--- config.mk ---
export PLATFORM = sky130hd
export DESIGN_NAME = pulse_gen_trigger_irq_ctl
export DESIGN_NICKNAME = d
export VERILOG_FILES = /design/src/common/pulse_ctl_pkg.sv /design/src/core/pulse_gen_trigger_irq_ctl.sv
export SDC_FILE = /design/constraint.sdc
export NUM_CORES = 1
export LEC_CHECK = 0
export BUFFER_PORTS_ARGS = -buffer_cell sky130_fd_sc_hd__buf_2
export CAP_MARGIN = 20
export CORE_MARGIN = 10
export CORE_UTILIZATION = 46
export DETAILED_ROUTE_END_ITERATION = 10
export GPL_ROUTABILITY_DRIVEN = 0
export PLACE_DENSITY = 0.87
export SLEW_MARGIN = 20
export SYNTH_ARGS = -nofsm -noshare
export SYNTH_HDL_FRONTEND = slang
export SYNTH_SLANG_ARGS = --single-unit
--- constraint.sdc ---
create_clock -name CLK -period 1.7 [get_ports CLK]
set_input_delay 0.34 -clock CLK [delete_from_list [all_inputs] [get_ports CLK]]
set_output_delay 0.34 -clock CLK [all_outputs]
set_load 0.01 [all_outputs]
--- src/common/pulse_ctl_pkg.sv ---
package pulse_ctl_pkg;
   // AXI4-Lite register map (byte addresses)
   localparam logic [7:0] ADDR_CTRL_LOW   = 8'h00;
   localparam logic [7:0] ADDR_IRQ_STATUS = 8'h04;
   localparam logic [7:0] ADDR_IRQ_MASK   = 8'h08;
   localparam logic [7:0] ADDR_GEN_STATE  = 8'h0c;
   localparam logic [7:0] ADDR_RMW_READ   = 8'h10;
   localparam int ADDR_W = 8;

   // Fields of pulse_status_control_low
   localparam int BIT_FALL_STOP  = 7;
   localparam int BIT_RISE_START = 6;
   localparam int BIT_IRQ_EN     = 5;
   localparam int BIT_PENDING    = 4;
   localparam int BIT_SRC_HI     = 3;
   localparam int BIT_SRC_LO     = 2;
   localparam int BIT_PIN_EN     = 1;
   localparam int BIT_POLARITY   = 0;
   localparam logic [7:0] CTRL_RESET = 8'h00;

   // Sticky event bits of the status and mask registers
   localparam int EV_START = 0;
   localparam int EV_STOP  = 1;
   localparam int EV_PEND  = 2;
   localparam int EV_W     = 3;
   localparam logic [EV_W-1:0] MASK_RESET = 3'h0;

   typedef enum logic [1:0] {
      SRC_TRIGGER, SRC_BORROW, SRC_EDGE, SRC_BORROW_EDGE
   } irq_source_t;

   localparam logic [1:0] RESP_OKAY   = 2'h0;
   localparam logic [1:0] RESP_SLVERR = 2'h2;
endpackage : pulse_ctl_pkg

--- src/core/pulse_gen_trigger_irq_ctl.sv ---
`timescale 1ns/1ps
// Function
// Fall-stop enable 1: falling trigger edge stops generation; 0: ignored.
// Rise-start enable 1: rising trigger edge starts generation; 0: ignored.
// Request enable gates the interrupt request; 0 blocks, 1 permits.
// Pending flag set by hardware on the selected interrupt event.
// Writing 0 clears pending flag; writing 1 leaves it unchanged.
// Read-modify-write reads of pending flag return 1.
// Source 00: pin trigger, software trigger or retrigger sets pending.
// Source 01: only counter borrow sets pending.
// Source 10: active output edge; 11: that edge or borrow.
// Pin enable 1: pin driven by the pulse output.
// Pin enable 0: pin released to general-purpose port.
// Normal polarity: start low, high at duty match, low on borrow.
// Polarity 1: exact inverse of the normal waveform.
// Request asserted while pending and request enable both 1.
// Request ORed with the position compare unit request.
// Pin trigger restarts a running count, whatever the retrigger enable.
// Edges enables 11: rise starts, fall halts, next rise restarts.
// Trigger pin synchronised, edge-detected, single-cycle pulses.
module pulse_gen_trigger_irq_ctl
   import pulse_ctl_pkg::*;
(
   input  wire logic                           CLK,
   input  wire logic                           SYS_RST,
   input  wire logic [pulse_ctl_pkg::ADDR_W-1:0] AWADDR,
   input  wire logic                           AWVALID,
   output logic                                AWREADY,
   input  wire logic [31:0]                    WDATA,
   input  wire logic [3:0]                     WSTRB,
   input  wire logic                           WVALID,
   output logic                                WREADY,
   output logic [1:0]                          BRESP,
   output logic                                BVALID,
   input  wire logic                           BREADY,
   input  wire logic [pulse_ctl_pkg::ADDR_W-1:0] ARADDR,
   input  wire logic                           ARVALID,
   output logic                                ARREADY,
   output logic [31:0]                         RDATA,
   output logic [1:0]                          RRESP,
   output logic                                RVALID,
   input  wire logic                           RREADY,
   input  wire logic                           TRIGGER_PIN,
   input  wire logic                           SOFT_TRIGGER,
   input  wire logic                           SOFT_RETRIGGER_ENABLE,
   input  wire logic                           RETRIGGER,
   input  wire logic                           COUNTER_BORROW,
   input  wire logic                           DUTY_MATCH,
   input  wire logic                           POSITION_COMPARE_IRQ,
   output logic                                GEN_START,
   output logic                                GEN_STOP,
   output logic                                PULSE_OUTPUT,
   output logic                                PULSE_OUTPUT_OE,
   output logic                                IRQ_REQUEST,
   output logic                                IRQ
);
   import pulse_ctl_pkg::*;

   ////////////////////////////////////////////////////////////////////////
   // Register state
   logic [7:0]      ctrl_reg;
   logic [7:0]      ctrl_next;
   logic [EV_W-1:0] status_reg;
   logic [EV_W-1:0] status_next;
   logic [EV_W-1:0] mask_reg;
   logic            running_reg;
   logic            wave_reg;
   logic            wave_next;
   logic            pin_meta_reg;
   logic            pin_sync_reg;
   logic            pin_prev_reg;

   logic            aw_held_reg;
   logic            w_held_reg;
   logic [ADDR_W-1:0] aw_addr_reg;
   logic [31:0]     w_data_reg;
   logic [3:0]      w_strb_reg;
   logic            bvalid_reg;
   logic [1:0]      bresp_reg;
   logic            rvalid_reg;
   logic [31:0]     rdata_reg;
   logic [1:0]      rresp_reg;

   function automatic logic addr_known(input logic [ADDR_W-1:0] a);
      return a == ADDR_CTRL_LOW || a == ADDR_IRQ_STATUS ||
             a == ADDR_IRQ_MASK || a == ADDR_GEN_STATE ||
             a == ADDR_RMW_READ;
   endfunction : addr_known

   ////////////////////////////////////////////////////////////////////////
   // Trigger pin synchroniser and edge detect
   always_ff @(posedge CLK or posedge SYS_RST) begin
      if (SYS_RST) begin
         pin_meta_reg <= 1'b0;
         pin_sync_reg <= 1'b0;
         pin_prev_reg <= 1'b0;
      end else begin
         pin_meta_reg <= TRIGGER_PIN;
         pin_sync_reg <= pin_meta_reg;
         pin_prev_reg <= pin_sync_reg;
      end
   end

   wire pin_rise = pin_sync_reg & ~pin_prev_reg;
   wire pin_fall = ~pin_sync_reg & pin_prev_reg;
   wire fall_stop_enable   = ctrl_reg[BIT_FALL_STOP];
   wire rising_start_enable = ctrl_reg[BIT_RISE_START];
   wire irq_request_enable = ctrl_reg[BIT_IRQ_EN];
   wire pending_flag       = ctrl_reg[BIT_PENDING];
   wire pin_drive_enable   = ctrl_reg[BIT_PIN_EN];
   wire output_polarity    = ctrl_reg[BIT_POLARITY];
   wire irq_source_t src   = irq_source_t'(ctrl_reg[BIT_SRC_HI:BIT_SRC_LO]);

   // A pin start also restarts a running count, whatever SOFT_RETRIGGER_ENABLE says
   wire hw_start = rising_start_enable & pin_rise;
   wire hw_stop  = fall_stop_enable & pin_fall;
   wire sw_start = SOFT_TRIGGER & (~running_reg | SOFT_RETRIGGER_ENABLE);
   wire any_start = hw_start | sw_start | RETRIGGER;

   assign GEN_START = hw_start | sw_start;
   assign GEN_STOP  = hw_stop & ~hw_start;

   ////////////////////////////////////////////////////////////////////////
   // Normal-polarity waveform, then the polarity inversion
   always_comb begin
      wave_next = wave_reg;
      if (any_start || hw_stop)
         wave_next = 1'b0;
      else if (COUNTER_BORROW)
         wave_next = 1'b0;
      else if (DUTY_MATCH && running_reg)
         wave_next = 1'b1;
   end

   wire out_level  = wave_reg ^ output_polarity;
   // Active edge is a rise of the normal waveform in either polarity
   wire out_edge   = wave_next & ~wave_reg;

   logic sel_event;
   always_comb begin
      unique case (src)
         SRC_TRIGGER:     sel_event = any_start;
         SRC_BORROW:      sel_event = COUNTER_BORROW;
         SRC_EDGE:        sel_event = out_edge;
         SRC_BORROW_EDGE: sel_event = out_edge | COUNTER_BORROW;
      endcase
   end

   always_ff @(posedge CLK or posedge SYS_RST) begin
      if (SYS_RST) begin
         running_reg <= 1'b0;
         wave_reg    <= 1'b0;
      end else begin
         running_reg <= any_start | (running_reg & ~GEN_STOP);
         wave_reg    <= wave_next;
      end
   end

   assign PULSE_OUTPUT    = out_level;
   assign PULSE_OUTPUT_OE = pin_drive_enable;

   ////////////////////////////////////////////////////////////////////////
   // AXI4-Lite write path
   wire aw_take  = AWVALID & ~aw_held_reg & ~bvalid_reg;
   wire w_take   = WVALID & ~w_held_reg & ~bvalid_reg;
   wire wr_fire  = aw_held_reg & w_held_reg;
   wire wr_ctrl  = wr_fire & (aw_addr_reg == ADDR_CTRL_LOW) & w_strb_reg[0];
   wire wr_mask  = wr_fire & (aw_addr_reg == ADDR_IRQ_MASK) & w_strb_reg[0];
   wire ar_take  = ARVALID & ~rvalid_reg;
   wire rd_stat  = ar_take & (ARADDR == ADDR_IRQ_STATUS);

   assign AWREADY = ~aw_held_reg & ~bvalid_reg;
   assign WREADY  = ~w_held_reg & ~bvalid_reg;
   assign ARREADY = ~rvalid_reg;

   always_comb begin
      ctrl_next = ctrl_reg;
      if (wr_ctrl) begin
         ctrl_next = w_data_reg[7:0];
         // Writing 1 keeps the flag; only 0 clears
         ctrl_next[BIT_PENDING] = pending_flag & w_data_reg[BIT_PENDING];
      end
      if (sel_event)
         ctrl_next[BIT_PENDING] = 1'b1;
   end

   // Set wins over the read that clears
   always_comb begin
      status_next = rd_stat ? '0 : status_reg;
      if (GEN_START)
         status_next[EV_START] = 1'b1;
      if (GEN_STOP)
         status_next[EV_STOP] = 1'b1;
      if (sel_event)
         status_next[EV_PEND] = 1'b1;
   end

   always_ff @(posedge CLK or posedge SYS_RST) begin
      if (SYS_RST) begin
         aw_held_reg <= 1'b0;
         w_held_reg  <= 1'b0;
         aw_addr_reg <= '0;
         w_data_reg  <= '0;
         w_strb_reg  <= '0;
         bvalid_reg  <= 1'b0;
         bresp_reg   <= RESP_OKAY;
      end else begin
         if (aw_take) begin
            aw_held_reg <= 1'b1;
            aw_addr_reg <= AWADDR;
         end
         if (w_take) begin
            w_held_reg <= 1'b1;
            w_data_reg <= WDATA;
            w_strb_reg <= WSTRB;
         end
         if (wr_fire) begin
            aw_held_reg <= 1'b0;
            w_held_reg  <= 1'b0;
            bvalid_reg  <= 1'b1;
            bresp_reg   <= addr_known(aw_addr_reg) ? RESP_OKAY : RESP_SLVERR;
         end else if (bvalid_reg && BREADY) begin
            bvalid_reg <= 1'b0;
         end
      end
   end

   always_ff @(posedge CLK or posedge SYS_RST) begin
      if (SYS_RST) begin
         ctrl_reg   <= CTRL_RESET;
         mask_reg   <= MASK_RESET;
         status_reg <= '0;
      end else begin
         ctrl_reg   <= ctrl_next;
         status_reg <= status_next;
         if (wr_mask)
            mask_reg <= w_data_reg[EV_W-1:0];
      end
   end

   ////////////////////////////////////////////////////////////////////////
   // AXI4-Lite read path; the RMW alias reads the flag as 1
   logic [31:0] rd_word;
   always_comb begin
      rd_word = '0;
      unique case (ARADDR)
         ADDR_CTRL_LOW:   rd_word[7:0] = ctrl_reg;
         ADDR_IRQ_STATUS: rd_word[EV_W-1:0] = status_reg;
         ADDR_IRQ_MASK:   rd_word[EV_W-1:0] = mask_reg;
         ADDR_GEN_STATE:  rd_word[1:0] = {wave_reg, running_reg};
         ADDR_RMW_READ:   rd_word[7:0] = ctrl_reg | 8'(1 << BIT_PENDING);
         default:         rd_word = '0;
      endcase
   end

   always_ff @(posedge CLK or posedge SYS_RST) begin
      if (SYS_RST) begin
         rvalid_reg <= 1'b0;
         rdata_reg  <= '0;
         rresp_reg  <= RESP_OKAY;
      end else if (ar_take) begin
         rvalid_reg <= 1'b1;
         rdata_reg  <= rd_word;
         rresp_reg  <= addr_known(ARADDR) ? RESP_OKAY : RESP_SLVERR;
      end else if (rvalid_reg && RREADY) begin
         rvalid_reg <= 1'b0;
      end
   end

   assign BVALID = bvalid_reg;
   assign BRESP  = bresp_reg;
   assign RVALID = rvalid_reg;
   assign RDATA  = rdata_reg;
   assign RRESP  = rresp_reg;

   ////////////////////////////////////////////////////////////////////////
   // Interrupt outputs
   assign IRQ_REQUEST = (pending_flag & irq_request_enable)
                        | POSITION_COMPARE_IRQ;
   assign IRQ = |(status_reg & mask_reg);
endmodule : pulse_gen_trigger_irq_ctl

* Word level (Yosys, flattened, before mapping) *
Index checks and enable logic that the tools add are counted.

storage, ports and cells
  input port bits = 66
  register bits after elaboration = 52
  output and inout port bits = 47
  word-level logic and storage cells = 121

operators by class
  reduce and logical (&&, ||, !) cells = 25
  bitwise logic cells = 41
  equality and inequality tests = 11
  multiplexer cells = 23

operators with widths
  kind                count
  $eq 8x4->1 const B  4
  $and 1x1->1         23
  $eq 8x3->1 const B  2
  $eq 8x5->1 const B  2
  $logic_not 8->1     2
  $reduce_bool 2->1   8
  $mux 1              15
  $not 1->1           10
  $pmux 5 s2          1
  $logic_or 1x1->1    9
  $pmux 2 s4          1
  $or 1x1->1          6
  $mux 5              1
  $eq 2x2->1 const B  2
  $mux 2              2
  $pmux 1 s4          1
  $and 3x3->3         1
  $logic_and 1x1->1   3
  $mux 3              1
  $pmux 1 s3          1
  $reduce_or 3->1     1
  $eq 2x1->1 const B  1
  $logic_not 2->1     1
  $reduce_or 2->1     1
  $xor 1x1->1         1

* Depth between registers and ports, before layout *
Gate-level depths: netlist (run 1).

  depth in word-level cells = 11
  depth in mapped cells = 5
  mapped depth without buffers = 4

* Worst setup path before layout (run 1) *
Ideal clock, no wire load.

  path type = register to register
  from = reg bvalid_reg (netlist: BVALID)
  to = reg w_data_reg[0]
  data required time = 1575 ps
  path slack = 261 ps
  library setup time = 125 ps
  period minus slack after synthesis = 1439 ps
  arrival time = 1314 ps
  stages on the path, launching flop included = 5
  cells stage by stage = dfrtp_1 nor2_1 and2_1 buf_2 mux2_2

between the ends
  word-level cells in the longest chain between the ends = 2

ends and longest elaborated chain
  item                      RTL line                          text
  start: declaration        pulse_gen_trigger_irq_ctl.sv:78   logic bvalid_reg;
  start signal: assignment  pulse_gen_trigger_irq_ctl.sv:205  bvalid_reg <= 1'b0;
  start signal: assignment  pulse_gen_trigger_irq_ctl.sv:220  bvalid_reg <= 1'b1;
  start signal: assignment  pulse_gen_trigger_irq_ctl.sv:223  bvalid_reg <= 1'b0;
  $not 1->1                 pulse_gen_trigger_irq_ctl.sv:165  wire w_take = WVALID & ~w_held_reg & ~bvalid_reg;
  $and 1x1->1               pulse_gen_trigger_irq_ctl.sv:165
  end signal: assignment    pulse_gen_trigger_irq_ctl.sv:203  w_data_reg <= '0;
  end signal: assignment    pulse_gen_trigger_irq_ctl.sv:214  w_data_reg <= WDATA;
  end: declaration          pulse_gen_trigger_irq_ctl.sv:76   logic [31:0] w_data_reg;

No other way between the ends.
A chain may end at the register's enable or synchronous reset.

* Worst setup path in the final report (run 1) *
  from = reg status_reg[2]
  to = out IRQ

between the ends
  word-level cells in the longest chain between the ends = 2

ends and longest elaborated chain
  item                      RTL line                          text
  start: declaration        pulse_gen_trigger_irq_ctl.sv:63   logic [EV_W-1:0] status_reg;
  start signal: assignment  pulse_gen_trigger_irq_ctl.sv:235  status_reg <= status_next;
  $and 3x3->3               pulse_gen_trigger_irq_ctl.sv:280  assign IRQ = |(status_reg & mask_reg);
  $reduce_or 3->1           pulse_gen_trigger_irq_ctl.sv:280
  end: declaration          pulse_gen_trigger_irq_ctl.sv:55   output logic IRQ

No other way between the ends.

==> results of run 1 <==
==> layout by cell type (no fill, tap or decap), types with 2 or more instances in the layout <==
master	netlist	layout
conb_1	1	26
buf_4	26	5
nand2_1	10	10
mux2i_1	3	3
a22oi_1	2	2
a21oi_1	5	5
and2_1	3	3
nand4b_1	2	2
o22ai_1	2	2
clkbuf_8	0	6
buf_2	3	59
nand2b_1	3	3
nor3_2	2	2
nand3b_1	2	2
and3b_1	2	2
a21o_1	4	4
nor2_1	6	6
a22o_1	5	5
o21ai_0	9	9
nor3_1	2	2
mux2_2	26	26
inv_1	8	7
dfrtp_1	50	50
==> per-stage QoR <==
| stage | setup TNS, ps | worst slack [ps] |
|---|---|---|
| 2_1_floorplan | 0 | 159 |
| 3_3_place_gp | 0 | 142 |
| 3_5_place_dp | 0 | 115 |
| 4_1_cts | 0 | 14.6 |
| 5_1_grt | -71.2 | -71.2 |
| 6_report | 0 | 30.2 |
==> where the power goes <==
part,internal [mW],switching [mW],total [mW]
clock network,0.327,0.375,0.702
registers,1.51,0.267,1.77
logic,0.508,0.417,0.924
==> final timing paths <==
| check | from | to | slack (ps) | depth (start not counted) |
|---|---|---|---|---|
| max in group asynchronous | SYS_RST | aw_held_reg | 1420 | 3 |
| setup / recovery | status_reg[2] | IRQ | 30 | 3 |
| hold reg to reg | pin_meta_reg | pin_sync_reg | 360 | 0 |
| setup reg to reg | aw_addr_reg[5] | mask_reg[1] | 110 | 4 |
| hold / removal | SYS_RST | pin_meta_reg | 60 | 3 |
| min in group CLK | TRIGGER_PIN | pin_meta_reg | 140 | 1 |
==> routing by layer <==
| layer | up-vias | share of wire (%) |
|---|---|---|
| met5 | - | 0 |
| met4 | 0 | 0.85 |
| met3 | 4 | 13 |
| met2 | 68 | 47 |
| met1 | 775 | 39 |
| li1 | 769 | - |
==> repair_timing <==
action	4_1_cts	5_1_grt
endpoints found under the setup margin	1	1
setup buffers	0	1
pin swaps	1	1
hold endpoints to repair	0	0
==> critical path: stages, from the launching register on <==
cell      delay [ps]
dfrtp_1          410
a222oi_1         410
inv_1             70
buf_2            150
==> cell type report <==
cell class / count / area (sq um)
Fill cell: 464 / 2260
Sequential cell: 50 / 1250
Multi-Input combinational cell: 133 / 968
Timing Repair Buffer: 65 / 353
Tap cell: 70 / 87.6
Clock buffer: 6 / 82.6
Inverter: 8 / 30.0
Clock inverter: 2 / 12.5
==> cell families after synthesis <==
| kind of cell | after synthesis |
|---|---|
| muxes | 30 |
| buffers and inverters | 39 |
| and+or+nand+nor | 42 |
| other | 1 |
| AOI/OAI and AO/OA | 34 |
| DFF | 50 |
| xor gates and xnor gates | 1 |
==> impl_results.md, run 1 <==
- Met2 GRT Util: 20.7%
- Resize count post-CTS: 0
- H-tree levels: 2
- Layout Cells excl Fill: 334
- Setup CP Type: register to output pin
- Status: finished clean
- Top post-synthesis cells by count: 50 x dfrtp_1, 26 x buf_4, 26 x mux2_2, 10 x nand2_1, 9 x o21ai_0
- CP Max Fanout: 3
- Hold Buf Count CTS: 0
- Pwr dens: 1220 mW/mm^2
- Fmax: 599 MHz
- Final Skew: 5.22 ps
- # diodes: 0
- Post-synth top area share: 52.7%
- Design area: 0.00279 sq mm
- Vias: 1616
- Inserted Clock Buffers: 5
- Final period util: 98.2%
- WL/cell: 15.1 um
- Mux share of post-synthesis cell area: 14.1%
- RSZ-0062 raised after global routing: true
- DRC violation count after routing: 0
- Tmin final: 1670 ps
- Synth Cell Area: 0.00237 sq mm
- Post-synth top flop: dfrtp_1
- Number of synthesized flops with an enable pin: 0
- Peak VDD IR: 0.684 mV
- Pin count of the biggest net entering global routing: 51
- Clk root buf: clkbuf_8
- Final wirelength: 5060 um
- Die W: 91.8 um
- Syn. warnings: 0
- Asr flop ratio synth: 100%
- CTS clk-pin slew, worst paths: 90 ps
- CTS sink count: 50
- Area grow syn2layout: 17.3%
- Largest family of logic cells by synthesized area: multiplexers
- Placed cell count: 325
- Syn Area/Cell: 12.0 sq um
- Chip height: 91.8 um
- Worst path required time: 1360 ps
- Drt first-iter violations: 104
- Distinct cells, synth: 42
- Post-synthesis adder-cell area fraction: 0%
- Max-cap check violation count: 0
- CTS Buffer Depth: 2
- Avg Vias per Cell: 4.84
- Worst-Skew Late Latency: 300 ps
- Grt ovf: 0
- Antenna violations before repair: 0
- Top Ports: 113
- Initial core utilization: 47.1%
- Hpwl dp: 4070 um
- Core Util, Final: 55.2%
- GR Layer Usage met3: 7.09%
- Leakage: 1.41 nW
- Met1 Usage GRT: 13.1%
- Die footprint: 0.00843 sq mm
- Post-synth top area cell: dfrtp_1
- Max-slew violations: 0
- Hold_ws: 63.3 ps
- Hold Fails Final Rpt: 0
- Setup Viol. Count Final: 0
- Port Buf Inserts: 59
- Layer with the highest usage: met2
- Pre-antenna DRT Iters: 4
- Post-synthesis xor/xnor area fraction: 0.369%
- Top cells by area, synth: dfrtp_1 53%, mux2_2 12%, buf_4 8.2%, o21ai_0 1.9%, a22o_1 1.8%
- GR Util All Layers: 12.5%
- Flops & latches, synth: 50
- Cell with the most instances after synthesis: dfrtp_1
- Synth Area in Simple Gates: 12.5%
- DP Area: 0.00268 sq mm
- Core area: 0.00504 sq mm
- Antenna viol nets, final: 0
- Seq/Total Area, Yosys: 52.7%
- Crit. End Element: output pin
- WP data arrival: 1330 ps
- First-pass GRT wire length: 8570 um
- # rows: 26
- Synth Area in Compound Gates: 9.75%
- Critical path startpoint category: register
- Final net count: 329
- Vias in the first global route: 1796
- Synth Instances: 197
- Fraction of layout cells with a size suffix above 1: 40.9%
- CTS tree: yes
- Hold WC Path Type: primary input to asynchronous set/reset pin
- Power, Total: 3.40 mW
Power figures use the tool's default switching activity.
==> run 2, diff against run 1 <==
--- a/config.mk
+++ b/config.mk
@@ -7,11 +7,13 @@
 export LEC_CHECK = 0
 export BUFFER_PORTS_ARGS = -buffer_cell sky130_fd_sc_hd__buf_2
 export CAP_MARGIN = 20
-export CORE_MARGIN = 10
+export CORE_MARGIN = 8
 export CORE_UTILIZATION = 46
+export CTS_CLUSTER_SIZE = 16
 export DETAILED_ROUTE_END_ITERATION = 10
 export GPL_ROUTABILITY_DRIVEN = 0
 export PLACE_DENSITY = 0.87
+export SETUP_SLACK_MARGIN = 0.1
 export SLEW_MARGIN = 20
 export SYNTH_ARGS = -nofsm -noshare
 export SYNTH_HDL_FRONTEND = slang
==> impl_results.md, run 2 (synthesized netlist as in run 1, its figures left out) <==
- Flop pwr share: 52.5% (was 52.2%)
- Peak VDD IR: 0.667 mV (was 0.684 mV)
- Hold WC Path Type: primary input to asynchronous set/reset pin (unchanged)
- Met1 Usage GRT: 14.1% (was 13.1%)
- Setup CP Type: register to output pin (unchanged)
- Net Sw Frac: 30.8% (was 31.1%)
- Die W: 87.8 um (was 91.8 um)
- CTS sink count: 50 (unchanged)
- Power, Total: 3.38 mW (was 3.40 mW)
- Max-cap check violation count: 0 (unchanged)
- Critical path startpoint category: register (unchanged)
- Status: finished clean (unchanged)
- Die footprint: 0.00771 sq mm (was 0.00843 sq mm)
- Pwr dens: 1200 mW/mm^2 (was 1220 mW/mm^2)
- Clock power frac: 19.5% (was 20.7%)
- Reg-to-Reg End: mask_reg[1] (unchanged)
- Most frequent cells in the layout: 59 x buf_2, 50 x dfrtp_1, 26 x mux2_2, 26 x conb_1, 10 x nand2_1 (unchanged)
- Net Switching: 1.04 mW (was 1.06 mW)
- Tmin final: 1620 ps (was 1670 ps)
- GR Layer Usage met3: 5.07% (was 7.09%)
- Number of cells on the worst reg-to-reg path: 4 (unchanged)
- H-tree levels: 2 (unchanged)
- Internal: 2.34 mW (about the same)
- Final Skew: 4.17 ps (was 5.22 ps)
- Reg2reg start: aw_addr_reg[5] (unchanged)
- Hold Buf Count CTS: 0 (unchanged)
- GR Util All Layers: 12.8% (was 12.5%)
- CTS Buffer Depth: 2 (unchanged)
- RSZ-0062 raised after global routing: true (unchanged)
- Core Util, Final: 55.8% (was 55.2%)
- Antenna viol nets, final: 0 (unchanged)
- WP data arrival: 1280 ps (was 1330 ps)
- Port Buf Inserts: 59 (unchanged)
- Grt ovf: 0 (unchanged)
- Antenna violations before repair: 0 (unchanged)
- Final net count: 332 (was 329)
- CTS tree: yes (unchanged)
- Crit path to: IRQ (unchanged)
- Fmax: 619 MHz (was 599 MHz)
- Setup slack after layout: 84.6 ps (was 30.2 ps)
- Footprint of the multi-input gates: 986 sq um (was 968 sq um)
- CP Max Fanout: 3 (unchanged)
- Max-slew violations: 0 (unchanged)
- Combinational group share of total power: 27.9% (was 27.2%)
- Final wirelength: 4930 um (was 5060 um)
- Area grow syn2layout: 18.5% (was 17.3%)
- FF/Latch Area: 0.00125 sq mm (unchanged)
- CP max-delay cell: dfrtp_1 (unchanged)
- Core area: 0.00504 sq mm (unchanged)
- Layer with the highest usage: met2 (unchanged)
- Clk root buf: clkbuf_8 (unchanged)
- First-pass GRT wire length: 7590 um (was 8570 um)
- Worst-Skew Late Latency: 290 ps (was 300 ps)
- CP peak stage delay: 400 ps (was 410 ps)
- Worst slack, placed: 128 ps (was 115 ps)
- Crit. End Element: output pin (unchanged)
- Filler cells: 470 (was 464)
- WL/cell: 14.7 um (was 15.1 um)
- Worst path required time: 1360 ps (about the same)
- R2R Setup Slk: 220 ps (was 110 ps)
- Critical path origin: mask_reg[1] (was status_reg[2])
- DRC violation count after routing: 0 (unchanged)
- Vias in the first global route: 1588 (was 1796)
- Pre-antenna DRT Iters: 4 (unchanged)
- Worst-path cell chain: a222oi_1, inv_1, buf_2 (unchanged)
- Leakage: 1.43 nW (was 1.41 nW)
- Inserted Clock Buffers: 5 (unchanged)
- Fraction of layout cells with a size suffix above 1: 42.3% (was 40.9%)
- Initial core utilization: 47.1% (unchanged)
- Hold Fails Final Rpt: 0 (unchanged)
- # diodes: 0 (unchanged)
- Setup Viol. Count Final: 0 (unchanged)
- # rows: 26 (unchanged)
- Chip height: 87.8 um (was 91.8 um)
- Drt first-iter violations: 77 (was 104)
- Vias: 1657 (was 1616)
- Avg Vias per Cell: 4.95 (was 4.84)
- CTS clk-pin slew, worst paths: 80 ps (was 90 ps)
- Commonest non-fill, non-tap cell in the layout: buf_2 (unchanged)
- Top Ports: 113 (unchanged)
- Final period util: 95.0% (was 98.2%)
- Hpwl dp: 3800 um (was 4070 um)
- Met2 GRT Util: 21.2% (was 20.7%)
- Pin count of the biggest net entering global routing: 51 (unchanged)
run 2: how the worst min path moves through the flow:
| stage | startpoint | end | slack [ps] |
|---|---|---|---|
| finish | SYS_RST | pin_meta_reg | 70 |
| global route | SYS_RST | pin_meta_reg | 90 |
| CTS | SYS_RST | aw_addr_reg[0] | 80 |
| detailed placement | pin_meta_reg | pin_sync_reg | 340 |
| global placement | pin_meta_reg | pin_sync_reg | 340 |
| floorplan | pin_meta_reg | pin_sync_reg | 330 |
run 2: layout make-up:
cell class	count	share of cell area (%)
multi-input cells	133	35.1
repair buffers	68	13.3
flip-flops and latches	50	44.5
well taps	70	3.11
inverters	8	1.07
clock buffers	6	2.94
run 2: power groups by stage:
stage | Combinational (mW) | Clock (mW) | Sequential, mW
2_1_floorplan | 0.719 | 0 | 1.74
3_3_place_gp | 0.905 | 0 | 1.78
4_1_cts | 0.944 | 0.679 | 1.78
5_1_grt | 1.04 | 0.722 | 1.83
6_report | 0.943 | 0.659 | 1.77
3_5_place_dp | 0.937 | 0 | 1.80
run 2: worst max-delay path: cells and delay by family, from the launching register on:
family,cells,cell delay (ps)
buffers and inverters,2,210
flip-flops,1,400
AO/OA/AOI/OAI,1,370
run 2: timing repair:
item | in CTS | in global routing
pin swaps | 1 | 0
endpoints found under the setup margin | 1 | 6
gates resized for setup | 0 | 4
setup buffers | 2 | 2
run 2: per-stage QoR:
stage / hold slack (ps) / std cells / instance area [sq um] / TNS, ps
CTS: 83.1 / 333 / 2780 / 0
finish: 70.9 / 335 / 2810 / 0
floorplan: 331 / 222 / 2470 / 0
global route: 94.7 / 335 / 2810 / -34.1
detailed placement: 338 / 325 / 2680 / 0
global placement: 337 / 325 / 2680 / 0
run 2: per-layer routing:
| metal | wire length [um] | share of wire, % |
|---|---|---|
| met3 | 621 | 13 |
| met4 | 85 | 1.7 |
| met5 | 0 | 0 |
| met1 | 1910 | 39 |
| met2 | 2320 | 47 |
==> run 3, diff against run 2 <==
--- a/config.mk
+++ b/config.mk
@@ -8,11 +8,11 @@
 export BUFFER_PORTS_ARGS = -buffer_cell sky130_fd_sc_hd__buf_2
 export CAP_MARGIN = 20
 export CORE_MARGIN = 8
-export CORE_UTILIZATION = 46
+export CORE_UTILIZATION = 40
 export CTS_CLUSTER_SIZE = 16
 export DETAILED_ROUTE_END_ITERATION = 10
 export GPL_ROUTABILITY_DRIVEN = 0
-export PLACE_DENSITY = 0.87
+export PLACE_DENSITY = 0.79
 export SETUP_SLACK_MARGIN = 0.1
 export SLEW_MARGIN = 20
 export SYNTH_ARGS = -nofsm -noshare
==> constraint.sdc (replaced) <==
create_clock -name CLK -period 1.88 [get_ports CLK]
set_input_delay 0.376 -clock CLK [delete_from_list [all_inputs] [get_ports CLK]]
set_output_delay 0.376 -clock CLK [all_outputs]
set_load 0.01 [all_outputs]
==> impl_results.md, run 3 (synthesized netlist as in run 1, its figures left out) <==
- Status: finished clean (unchanged)
- DP Area: 0.00267 sq mm (was 0.00268 sq mm)
- Fmax: 592 MHz
- Tmin final: 1690 ps
- Max_slew headroom: 63.5%
- Hpwl dp: 3950 um (was 3800 um)
- Clk root buf: clkbuf_8 (unchanged)
- Leakage: 1.42 nW (was 1.43 nW)
- Critical path startpoint category: register (unchanged)
- Setup Viol. Count Final: 0 (unchanged)
- Worst-Skew Late Latency: 300 ps (was 290 ps)
- Core Util, Final: 48.4% (was 55.8%)
- DRC violation count after routing: 0 (unchanged)
- Filler cells: 547 (was 470)
- Chip height: 93.0 um (was 87.8 um)
- Setup TNS Final: 0 ps (unchanged)
- Hold WC Path Type: primary input to asynchronous set/reset pin (unchanged)
- Final period util: 89.9%
- Setup CP Type: register to output pin (unchanged)
- Cell family with most CP delay: flip-flops (unchanged)
- Crit. End Element: output pin (unchanged)
- RSZ-0062 raised after global routing: true (unchanged)
- Placed cell count: 328 (was 325)
- Footprint of the multi-input gates: 968 sq um (was 986 sq um)
- H-tree levels: 2 (unchanged)
- Design area: 0.00281 sq mm (unchanged)
- Worst path required time: 1500 ps (was 1360 ps)
- WP data arrival: 1310 ps (was 1280 ps)
- Vias in the first global route: 1730 (was 1588)
- GR Util All Layers: 11.6% (was 12.8%)
- Grt ovf: 0 (unchanged)
- Top Ports: 113 (unchanged)
- Power, Total: 3.14 mW (was 3.38 mW)
- Most frequent cells in the layout: 58 x buf_2, 50 x dfrtp_1, 26 x mux2_2, 26 x conb_1, 10 x nand2_1 (was 59 x buf_2, 50 x dfrtp_1, 26 x mux2_2, 26 x conb_1, 10 x nand2_1)
- # rows: 28 (was 26)
- Worst path bufs/invs: 2 (unchanged)
- Layout Cells excl Fill: 339 (was 335)
- Final net count: 329 (was 332)
- Final Skew: 2.77 ps (was 4.17 ps)
- Drt first-iter violations: 83 (was 77)
- CP Max Fanout: 3 (unchanged)
- Setup slack after layout: 190 ps (was 84.6 ps)
- Pin count of the biggest net entering global routing: 27 (was 51)
- Vias: 1639 (was 1657)
- Port Buf Inserts: 59 (unchanged)
- Area grow syn2layout: 18.5% (unchanged)
- Hold_ws: 116 ps (was 70.9 ps)
- Fraction of layout cells with a size suffix above 1: 40.9% (was 42.3%)
- Core area: 0.00582 sq mm (was 0.00504 sq mm)
- Peak VDD IR: 0.703 mV (was 0.667 mV)
- Avg Vias per Cell: 4.83 (was 4.95)
- Inserted Clock Buffers: 5 (unchanged)
- WL/cell: 14.6 um (was 14.7 um)
- CTS clk-pin slew, worst paths: 80 ps (about the same)
- Hold Fails Final Rpt: 0 (unchanged)
- Commonest non-fill, non-tap cell in the layout: buf_2 (unchanged)
- Max-slew violations: 0 (unchanged)
- Worst slack, placed: 248 ps (was 128 ps)
- CTS Buffer Depth: 2 (unchanged)
- Final wirelength: 4950 um (was 4930 um)
- FF/Latch Area: 0.00125 sq mm (unchanged)
- Initial core utilization: 40.8% (was 47.1%)
- CP max-delay cell: dfrtp_1 (unchanged)
- First-pass GRT wire length: 8050 um (was 7590 um)
- Pwr dens: 1120 mW/mm^2 (was 1200 mW/mm^2)
- Antenna viol nets, final: 0 (unchanged)
- Antenna violations before repair: 0 (unchanged)
- Slew @ Worst Pin: 546 ps
- CTS sink count: 50 (unchanged)
- Die footprint: 0.00865 sq mm (was 0.00771 sq mm)
- Max-cap check violation count: 0 (unchanged)
- # diodes: 0 (unchanged)
- CTS tree: yes (unchanged)
- Pre-antenna DRT Iters: 4 (unchanged)
- Worst-path cell chain: a222oi_1, inv_1, buf_6 (was a222oi_1, inv_1, buf_2)
- CP peak stage delay: 410 ps (was 400 ps)
- Die W: 93.0 um (was 87.8 um)
-- run 3: changes by cell type in the layout (fill, tap and decap cells not counted), sizes merged --
cell | before | now
buf | 68 | 65
clkbuf | 6 | 8
-- run 3: final timing paths --
path,startpoint,end,slack [ps],cells past startpoint
max in group asynchronous,SYS_RST,ctrl_reg[1],1240,3
worst min-delay path,SYS_RST,w_data_reg[7],120,2
worst max register to register,aw_addr_reg[5],mask_reg[1],300,4
worst min register to register,pin_meta_reg,pin_sync_reg,350,0
worst max-delay path,status_reg[2],IRQ,190,3
min in group CLK,TRIGGER_PIN,pin_meta_reg,180,1
-- run 3: report_power, final --
part	internal [mW]	switching, mW	leakage (nW)	total [mW]
Sequential	1.36	0.238	0.615	1.60
Combinational	0.457	0.382	0.745	0.839
Clock	0.372	0.329	0.0575	0.700
-- run 3: layer usage --
layer	vias to the layer above	part of all wire [%]	track usage (%)
li1	777	-	-
met2	72	46	19.2
met1	781	38	12.5
met3	9	14	5.45
met5	-	0	0
met4	0	1.7	4.56
-- run 3: repair_timing --
item,CTS,global route
setup buffers,0,3
hold buffers,0,0
resized for setup,0,1
setup endpoints to repair,0,1
endpoints found under the hold margin,0,0
-- run 3: worst reg2reg max path, stage by stage (launching register included) --
cell and delay (ps):
dfrtp_1 410, nor3_4 270, nand2_2 90, nor3_2 320, mux2_2 380
-- run 3: final cells by class --
type                    count  area share [%]
repair buffers             65            12.8
inverters                   8            1.07
multi-input cells         133            34.4
clock buffers               8            3.91
well taps                  75            3.34
flip-flops and latches     50            44.5
